File: src/logic/stc_pkg.sv
// Shared constants and types for the transmit-channel configuration bank.
package stc_pkg;
    localparam int          MAX_PORTS    = 4;
    localparam int          ADDR_W       = 12;
    localparam int          CFG_W        = 17;
    localparam logic [11:0] OFS_TX_CFG0  = 12'h110;
    localparam logic [11:0] OFS_TX_CFG1  = 12'h114;
    localparam logic [11:0] OFS_TX_CFG2  = 12'h118;
    localparam logic [11:0] OFS_TX_CFG3  = 12'h11C;
    localparam logic [11:0] OFS_STATUS   = 12'h140;
    localparam logic [11:0] OFS_ERROR    = 12'h144;
    localparam int          POS_FIXPH    = 16;
    localparam int          POS_PREEMPH  = 12;
    localparam int          PREEMPH_W    = 4;
    localparam int          POS_SWING    = 9;
    localparam int          SWING_W      = 3;
    localparam int          POS_CM       = 8;
    localparam int          POS_POL      = 7;
    localparam int          POS_RATE     = 5;
    localparam int          RATE_W       = 2;
    localparam int          POS_WIDTH    = 2;
    localparam int          WIDTH_W      = 3;
    localparam int          POS_RSVD1    = 1;
    localparam int          POS_TX_ON    = 0;
    localparam logic [16:0] CFG_RESET    = 17'h0_0000;
    localparam logic [2:0]  WIDTH_10BIT  = 3'h0;
    localparam logic [3:0]  ERR_RESET    = 4'h0;

    typedef enum logic [1:0] {
        STC_RATE_FULL    = 2'h0,
        STC_RATE_HALF    = 2'h1,
        STC_RATE_QUARTER = 2'h2,
        STC_RATE_RSVD    = 2'h3
    } stc_rate_t;

    typedef enum logic {
        STC_APB_IDLE   = 1'b0,
        STC_APB_ACCESS = 1'b1
    } stc_apb_st_t;
endpackage : stc_pkg

File: src/logic/stc_cfg_if.sv
// Carrier between the register bank and one transmit lane controller.
`timescale 1ns/1ps
interface stc_cfg_if;
    logic [16:0] cfg;
    logic        lane_ok;

    modport bank (output cfg, input lane_ok);
    modport lane (input cfg, output lane_ok);
endinterface : stc_cfg_if

File: src/logic/stc_lane.sv
// One transmit lane controller: registers the fields that steer the analog lane.
`timescale 1ns/1ps
module stc_lane (
    input  wire logic        i_clock,
    input  wire logic        i_rst,
    stc_cfg_if.lane          cfg_if,
    output logic             o_transmitter_on,
    output logic             o_fixed_phase_en,
    output logic [3:0]       o_tx_preemph_level,
    output logic [2:0]       o_tx_swing,
    output logic             o_common_mode_raise,
    output logic             o_tx_polarity_flip,
    output logic [1:0]       o_tx_rate,
    output logic [2:0]       o_parallel_width_sel,
    output logic             o_sample_stb
);
    logic [1:0] div_q;
    logic       ok;
    logic       stb_d;

    // The lane runs only with the phase lock on, the 10-bit bus and a legal rate.
    assign ok = cfg_if.cfg[stc_pkg::POS_TX_ON] & cfg_if.cfg[stc_pkg::POS_FIXPH]
              & (cfg_if.cfg[stc_pkg::POS_WIDTH +: stc_pkg::WIDTH_W] == stc_pkg::WIDTH_10BIT)
              & (cfg_if.cfg[stc_pkg::POS_RATE +: stc_pkg::RATE_W] != stc_pkg::STC_RATE_RSVD);
    assign cfg_if.lane_ok = ok;

    always_comb begin
        case (cfg_if.cfg[stc_pkg::POS_RATE +: stc_pkg::RATE_W]) // [RULE8]
            stc_pkg::STC_RATE_FULL:    stb_d = ok;
            stc_pkg::STC_RATE_HALF:    stb_d = ok & (div_q[0] == 1'b0);
            stc_pkg::STC_RATE_QUARTER: stb_d = ok & (div_q == 2'h0);
            default:                   stb_d = 1'b0;
        endcase
    end

    always_ff @(posedge i_clock or posedge i_rst) begin
        if (i_rst) begin
            div_q <= 2'h0;
        end else if (!ok) begin
            div_q <= 2'h0;
        end else begin
            div_q <= div_q + 2'h1;
        end
    end

    always_ff @(posedge i_clock or posedge i_rst) begin
        if (i_rst) begin
            o_transmitter_on     <= 1'b0;
            o_fixed_phase_en     <= 1'b0;
            o_tx_preemph_level   <= 4'h0;
            o_tx_swing           <= 3'h0;
            o_common_mode_raise  <= 1'b0;
            o_tx_polarity_flip   <= 1'b0;
            o_tx_rate            <= 2'h0;
            o_parallel_width_sel <= 3'h0;
            o_sample_stb         <= 1'b0;
        end else begin
            o_transmitter_on     <= ok; // [RULE12]
            o_fixed_phase_en     <= cfg_if.cfg[stc_pkg::POS_FIXPH];
            o_tx_preemph_level   <= cfg_if.cfg[stc_pkg::POS_PREEMPH +: stc_pkg::PREEMPH_W]; // [RULE4]
            o_tx_swing           <= cfg_if.cfg[stc_pkg::POS_SWING +: stc_pkg::SWING_W]; // [RULE5]
            o_common_mode_raise  <= cfg_if.cfg[stc_pkg::POS_CM]; // [RULE6]
            o_tx_polarity_flip   <= cfg_if.cfg[stc_pkg::POS_POL]; // [RULE7]
            o_tx_rate            <= cfg_if.cfg[stc_pkg::POS_RATE +: stc_pkg::RATE_W];
            o_parallel_width_sel <= cfg_if.cfg[stc_pkg::POS_WIDTH +: stc_pkg::WIDTH_W];
            o_sample_stb         <= stb_d;
        end
    end
endmodule : stc_lane

File: src/logic/stc_tx_cfg.sv
// Transmit-channel configuration bank: APB slave, per-port registers and lanes.
`timescale 1ns/1ps

// Contract
// [RULE1] Four per-port transmit configuration registers at 0x110, 0x114, 0x118, 0x11C.
// [RULE2] Bits 31 to 17 are read-only, read zero and ignore writes.
// [RULE3] Software writes the fixed-phase enable at bit 16 only as one.
// [RULE4] Bits 15 to 12 choose the de-emphasis level; zero means none.
// [RULE5] Bits 11 to 9 choose one of eight output swing levels.
// [RULE6] Bit 8 raises the transmit common mode when set.
// [RULE7] Bit 7 swaps the positive and negative output lines when set.
// [RULE8] Bits 6 to 5 choose full, half or quarter rate; 11 is reserved.
// [RULE9] Software writes 000 to bits 4 to 2, the 10-bit parallel bus.
// [RULE10] Software writes zero to reserved bit 1.
// [RULE11] Bits 16 to 0 are read/write and reset to zero.
// [RULE12] Bit 0 turns the port transmitter on when set, off when clear; the lane also needs bit 16 set, bits 4 to 2 at 000 and rate not 11.
module stc_tx_cfg #(
    parameter int NUM_PORTS = 4
) (
    input  wire logic                   i_clock,
    input  wire logic                   i_rst,
    input  wire logic                   i_psel,
    input  wire logic                   i_penable,
    input  wire logic                   i_pwrite,
    input  wire logic [11:0]            i_paddr,
    input  wire logic [31:0]            i_pwdata,
    input  wire logic [3:0]             i_pstrb,
    output logic      [31:0]            o_prdata,
    output logic                        o_pready,
    output logic                        o_pslverr,
    output logic      [NUM_PORTS-1:0]   o_transmitter_on,
    output logic      [NUM_PORTS-1:0]   o_fixed_phase_en,
    output logic      [NUM_PORTS*4-1:0] o_tx_preemph_level,
    output logic      [NUM_PORTS*3-1:0] o_tx_swing,
    output logic      [NUM_PORTS-1:0]   o_common_mode_raise,
    output logic      [NUM_PORTS-1:0]   o_tx_polarity_flip,
    output logic      [NUM_PORTS*2-1:0] o_tx_rate,
    output logic      [NUM_PORTS*3-1:0] o_parallel_width_sel,
    output logic      [NUM_PORTS-1:0]   o_sample_stb
);

    // ------------------------------------------------------------------
    // Address decode
    // ------------------------------------------------------------------

    localparam logic [11:0] CFG_OFS [stc_pkg::MAX_PORTS] = '{
        stc_pkg::OFS_TX_CFG0,
        stc_pkg::OFS_TX_CFG1,
        stc_pkg::OFS_TX_CFG2,
        stc_pkg::OFS_TX_CFG3
    };

    stc_pkg::stc_apb_st_t st_q;
    stc_pkg::stc_apb_st_t st_d;

    logic [NUM_PORTS-1:0] hit_cfg;
    logic                 hit_status;
    logic                 hit_error;
    logic                 mapped;
    logic                 setup;
    logic                 wr_done;
    logic [16:0]          wmask;
    logic [3:0]           lane_ok;
    logic [3:0]           err_q;
    logic [3:0]           err_set;
    logic [3:0]           err_clr;
    logic [31:0]          rd_mux;
    logic [16:0]          cfg_q [NUM_PORTS];

    // Ports beyond NUM_PORTS have no register, so their offsets answer as unmapped.
    genvar gi;
    generate
        for (gi = 0; gi < NUM_PORTS; gi++) begin : g_dec
            assign hit_cfg[gi] = (i_paddr == CFG_OFS[gi]); // [RULE1]
        end
    endgenerate

    assign hit_status = (i_paddr == stc_pkg::OFS_STATUS);
    assign hit_error  = (i_paddr == stc_pkg::OFS_ERROR);
    assign mapped     = (|hit_cfg) | hit_status | hit_error;

    // ------------------------------------------------------------------
    // APB handshake
    // ------------------------------------------------------------------

    // One fixed wait-free answer: pready rises in the first access cycle.
    assign setup   = i_psel & ~i_penable;
    assign wr_done = i_psel & i_penable & o_pready & i_pwrite;

    always_comb begin
        st_d = st_q;
        case (st_q)
            stc_pkg::STC_APB_IDLE: begin
                if (setup) begin
                    st_d = stc_pkg::STC_APB_ACCESS;
                end
            end
            stc_pkg::STC_APB_ACCESS: begin
                if (i_psel & i_penable) begin
                    st_d = stc_pkg::STC_APB_IDLE;
                end
            end
            default: begin
                st_d = stc_pkg::STC_APB_IDLE;
            end
        endcase
    end

    always_ff @(posedge i_clock or posedge i_rst) begin
        if (i_rst) begin
            st_q     <= stc_pkg::STC_APB_IDLE;
            o_pready <= 1'b0;
        end else begin
            st_q     <= st_d;
            o_pready <= (st_d == stc_pkg::STC_APB_ACCESS);
        end
    end

    // ------------------------------------------------------------------
    // Byte strobes
    // ------------------------------------------------------------------

    // Lane 2 carries only bit 16; lane 3 holds read-only bits alone.
    assign wmask = {i_pstrb[2], {8{i_pstrb[1]}}, {8{i_pstrb[0]}}}; // [RULE2]

    // ------------------------------------------------------------------
    // Configuration registers
    // ------------------------------------------------------------------

    generate
        for (gi = 0; gi < NUM_PORTS; gi++) begin : g_reg
            always_ff @(posedge i_clock or posedge i_rst) begin
                if (i_rst) begin
                    cfg_q[gi] <= stc_pkg::CFG_RESET; // [RULE11]
                end else if (wr_done && hit_cfg[gi]) begin
                    cfg_q[gi] <= (cfg_q[gi] & ~wmask) | (i_pwdata[16:0] & wmask); // [RULE11]
                end
            end
        end
    endgenerate

    // ------------------------------------------------------------------
    // Lane controllers
    // ------------------------------------------------------------------

    generate
        for (gi = 0; gi < NUM_PORTS; gi++) begin : g_lane
            stc_cfg_if lane_if ();

            assign lane_if.cfg  = cfg_q[gi];
            assign lane_ok[gi]  = lane_if.lane_ok;

            stc_lane u_lane (
                .i_clock              (i_clock),
                .i_rst                (i_rst),
                .cfg_if               (lane_if),
                .o_transmitter_on     (o_transmitter_on[gi]),
                .o_fixed_phase_en     (o_fixed_phase_en[gi]),
                .o_tx_preemph_level   (o_tx_preemph_level[gi*4 +: 4]),
                .o_tx_swing           (o_tx_swing[gi*3 +: 3]),
                .o_common_mode_raise  (o_common_mode_raise[gi]),
                .o_tx_polarity_flip   (o_tx_polarity_flip[gi]),
                .o_tx_rate            (o_tx_rate[gi*2 +: 2]),
                .o_parallel_width_sel (o_parallel_width_sel[gi*3 +: 3]),
                .o_sample_stb         (o_sample_stb[gi])
            );
        end
        for (gi = NUM_PORTS; gi < stc_pkg::MAX_PORTS; gi++) begin : g_absent
            assign lane_ok[gi] = 1'b0;
        end
    endgenerate

    // ------------------------------------------------------------------
    // Reserved-code watch
    // ------------------------------------------------------------------

    // A port is flagged when its written value holds a code that software must
    // not use; except for a set reserved bit 1, the lane then stays off, so the flag explains a dead output.
    generate
        for (gi = 0; gi < stc_pkg::MAX_PORTS; gi++) begin : g_err
            if (gi < NUM_PORTS) begin : g_on
                logic [16:0] nv;
                assign nv = (cfg_q[gi] & ~wmask) | (i_pwdata[16:0] & wmask);
                assign err_set[gi] = wr_done & hit_cfg[gi]
                    & (~nv[stc_pkg::POS_FIXPH] // [RULE3]
                    | (nv[stc_pkg::POS_WIDTH +: stc_pkg::WIDTH_W] != stc_pkg::WIDTH_10BIT) // [RULE9]
                    | nv[stc_pkg::POS_RSVD1] // [RULE10]
                    | (nv[stc_pkg::POS_RATE +: stc_pkg::RATE_W] == stc_pkg::STC_RATE_RSVD)); // [RULE8]
            end else begin : g_off
                assign err_set[gi] = 1'b0;
            end
        end
    endgenerate

    assign err_clr = (wr_done && hit_error) ? i_pwdata[3:0] : 4'h0;

    // Write-one-to-clear; a new offence in the clearing cycle keeps its flag.
    always_ff @(posedge i_clock or posedge i_rst) begin
        if (i_rst) begin
            err_q <= stc_pkg::ERR_RESET;
        end else begin
            err_q <= (err_q & ~err_clr) | err_set;
        end
    end

    // ------------------------------------------------------------------
    // Read path
    // ------------------------------------------------------------------

    always_comb begin
        rd_mux = 32'h0000_0000;
        for (int i = 0; i < NUM_PORTS; i++) begin
            if (hit_cfg[i]) begin
                rd_mux = {15'h0000, cfg_q[i]}; // [RULE2]
            end
        end
        if (hit_status) begin
            rd_mux = {28'h000_0000, lane_ok};
        end
        if (hit_error) begin
            rd_mux = {28'h000_0000, err_q};
        end
    end

    // Data and error are latched at the setup edge so both come from flops.
    always_ff @(posedge i_clock or posedge i_rst) begin
        if (i_rst) begin
            o_prdata  <= 32'h0000_0000;
            o_pslverr <= 1'b0;
        end else if (setup && st_q == stc_pkg::STC_APB_IDLE) begin
            o_prdata  <= i_pwrite ? 32'h0000_0000 : rd_mux;
            o_pslverr <= ~mapped;
        end else if (i_psel && i_penable && o_pready) begin
            o_prdata  <= 32'h0000_0000;
            o_pslverr <= 1'b0;
        end
    end

endmodule : stc_tx_cfg

File: config.mk
export PLATFORM = sky130hd
export DESIGN_NAME = stc_tx_cfg
export DESIGN_NICKNAME = d
export VERILOG_FILES = /design/src/logic/stc_pkg.sv /design/src/logic/stc_cfg_if.sv /design/src/logic/stc_lane.sv /design/src/logic/stc_tx_cfg.sv
export SDC_FILE = /design/constraint.sdc
export NUM_CORES = 1
export LEC_CHECK = 0
export BUFFER_PORTS_ARGS = -buffer_cell sky130_fd_sc_hd__buf_2
export CAP_MARGIN = 15
export CORE_UTILIZATION = 40
export DETAILED_ROUTE_END_ITERATION = 8
export PLACE_DENSITY = 0.71
export SYNTH_ARGS = -nofsm -noshare
export SYNTH_HDL_FRONTEND = slang
export SYNTH_SLANG_ARGS = --single-unit
File: constraint.sdc
create_clock -name i_clock -period 9.6 [get_ports i_clock]
set_clock_uncertainty 0.05 [all_clocks]
set_input_delay 0.48 -clock i_clock [delete_from_list [all_inputs] [get_ports i_clock]]
set_output_delay 0.48 -clock i_clock [all_outputs]
set_load 0.03 [all_outputs]
==> flow_metrics.tcl <==
set metrics [dict create \
    reg2reg_depth 4 \
    antenna_found_initial 1 \
    syn_area_per_cell_um2 12.7 \
    grt_pass1_vias 4818 \
    netlist_area_um2 6950 \
    cts_tree "done" \
    fin_crit_sh_pct 28.7 \
    hold_class "in2async" \
    vdd_ir_drop_max_uv 150 \
    die_area_um2 17900 \
    diodes 0 \
    area_growth_pct 17.0 \
    setup_viol_count_final 0 \
    grt_pass1_wl_um 26200 \
    tns_ns 0 \
    fin_util_pct 48.5 \
    regToRegSetupSlack_ns 6.99 \
    whs_ns 0.212 \
    async_flop_share_pct 100 \
    synth-edff-count 0 \
    worst_setup_path_start_kind "input port" \
    grt_start_max_net_pins 104 \
    start_util_pct 41.5 \
    synth_seq_cells 167 \
    fmax_mhz 362 \
    wl_met2_um 7730 \
    ioPinCount 155 \
    cts_resized 0 \
    first_pass_iters 4 \
    dr.first_iter.drc_count 308 \
    cts_hold_buf 0 \
    max_slew.worst_pin.slew_ns 1.18 \
    leakagePower_nw 4.34 \
    grt_overflow 0 \
    clk_pin_slew_ns 0.06 \
    insertion_delay_ns 0.42 \
    vias 4554 \
    layout_commonest_cell "dfrtp_1" \
    clkSinkCount 167 \
    cp.required_ns 9.84 \
    max_slew_margin_pct 20.9 \
    grt_usage_pct 19.3 \
    cp_top_family "simple AND/OR/NAND/NOR gates" \
    wirelength_um 16300 \
    crit_path_top_delay_cell "nand4_1" \
    ys_types 45 \
    num-nets-final 716 \
    finalCriticalPeriod_ns 2.76 \
    layout.cells.most_common_list "167 x dfrtp_1, 123 x buf_2, 83 x mux2_2, 33 x nor2_1, 29 x nand2_1" \
    criticalPathCategory "in2reg" \
    yosysSeqAreaShare_pct 60.1 \
    cp_max_fo 17 \
    final_hold_viol_count 0 \
    synthFlopType "dfrtp_1" \
    drcViolationCount 0 \
    yosys.area.top_type "dfrtp_1" \
    rsz0062_at_grt "no" \
    endpoint_kind "register" \
    path_cells "buf_2, nor4b_2, nand4_1, o31ai_1" \
    dieWidth_um 134 \
    yosys.area.top_type_share_pct 60.1 \
    fill_cells 1471 \
    syn-instance-count 545 \
    clock-root-buffer "clkbuf_16" \
    slowest_delay_ns 1.11 \
    io_buffers 123 \
    dp_hpwl_um 11000 \
    numCtsBuffers 17 \
    wl_per_cell_um 18.6 \
    clock_path_buffers 2 \
    route.met3.wl_um 1020 \
    cts_max_level 4 \
    wl_met1_um 7400 \
    drive_above_1_share_pct 37.4 \
    die_h_um 134 \
    r2r-start "st_q$_DFF_PP0_" \
    num_rows 47 \
    vias_per_cell 5.19 \
    synth_warnings 0 \
    outcome "completed" \
    core_region_area_um2 16800 \
    final_antenna_net_count 0 \
    cp_num_buf_inv 1 \
    routabilityCongestion 0.823 \
    post_cts_buffers 0 \
    finalMaxSlewViolations 0 \
    powerDensity_nw_per_um2 178 \
    maxUsedRoutingLayer "met5" \
    ys_top_cells_by_area "dfrtp_1 60%, mux2_2 13%, buf_4 3.8%, ha_1 2.9%, o31ai_1 1.8%" \
    worstPathArrival_ns 3.00 \
    drv_cap 0 \
]
## power by group
part           total (W)  internal [W]  leakage [nW]  switching [W]
sequential      0.000707      0.000705          2.33     0.00000125
clock           0.000678      0.000418         0.289       0.000259
combinational  0.0000644     0.0000147          1.72      0.0000498
## kinds of logic (layout without fill, tap and decap cells)
logic type / after synthesis / after routing / synth area share, %
compound gates: 69 / 69 / 6.56
xor+xnor: 1 / 1 / 0.126
fa+ha+maj: 16 / 16 / 2.88
mux: 88 / 88 / 14.2
flops: 167 / 167 / 60.1
other cells: 1 / 15 / 0.0540
simple gates: 125 / 125 / 9.58
buf+inv: 78 / 177 / 6.48
## layout make-up
type	instances	area [um^2]	share of cell area (%)
multi-input cells	314	2370	29.2
flip-flops and latches	167	4180	51.4
clock buffers	21	460	5.67
well taps	220	275	3.39
repair buffers	124	623	7.67
clock inverters	9	126	1.56
inverters	23	91.3	1.12
## how the worst max path moves through the flow
| stage | start | cells after the start | slack [ns] | endpoint |
|---|---|---|---|---|
| finish | i_paddr[5] | 4 | 6.84 | o_prdata[5]$_DFFE_PP0P_ |
| global route | i_paddr[5] | 4 | 6.80 | o_prdata[5]$_DFFE_PP0P_ |
| CTS | i_paddr[5] | 4 | 6.91 | o_prdata[16]$_DFFE_PP0P_ |
| detailed placement | i_paddr[5] | 4 | 6.46 | o_prdata[16]$_DFFE_PP0P_ |
| global placement | i_paddr[5] | 4 | 6.54 | o_prdata[16]$_DFFE_PP0P_ |
| floorplan | i_rst | 1 | 4.55 | asynchronous set/reset pin |
## through the flow
stage / power [W] / cell area (um^2) / std cells / worst slack [ns]
3_3_place_gp: 0.000783 / 7540 / 848 / 6.54
3_5_place_dp: 0.000784 / 7540 / 848 / 6.46
5_1_grt: 0.00150 / 8130 / 878 / 6.80
6_report: 0.00145 / 8130 / 878 / 6.84
2_1_floorplan: 0.000764 / 7000 / 559 / 4.55
4_1_cts: 0.00146 / 8130 / 878 / 6.91
## routing by layer
metal	up-vias	global-route usage (%)
li1	2065	-
met1	2332	26.2
met2	141	30.5
met3	14	5.44
met4	2	5.24
met5	-	0
## Yosys cell counts, types with 2 or more instances
master       n
dfrtp_1    167
mux2_2      83
buf_4       35
nor2_1      33
nand2_1     29
inv_1       23
o22ai_1     17
o31ai_1     17
ha_1        16
o21ai_0     14
nand3_1     12
clkbuf_1    10
or3_1        8
a21oi_1      6
buf_2        6
mux2i_1      5
nor2_2       5
nor3_1       5
o41ai_1      5
a22oi_1      4
and2_1       4
nand4_1      4
and3_1       3
and4_1       3
nor2b_1      3
nor4_1       3
a2111oi_0    2
a211oi_1     2
buf_1        2
nand4bb_1    2
nor3b_1      2
nor4b_2      2
Power figures use the tool's default switching activity.
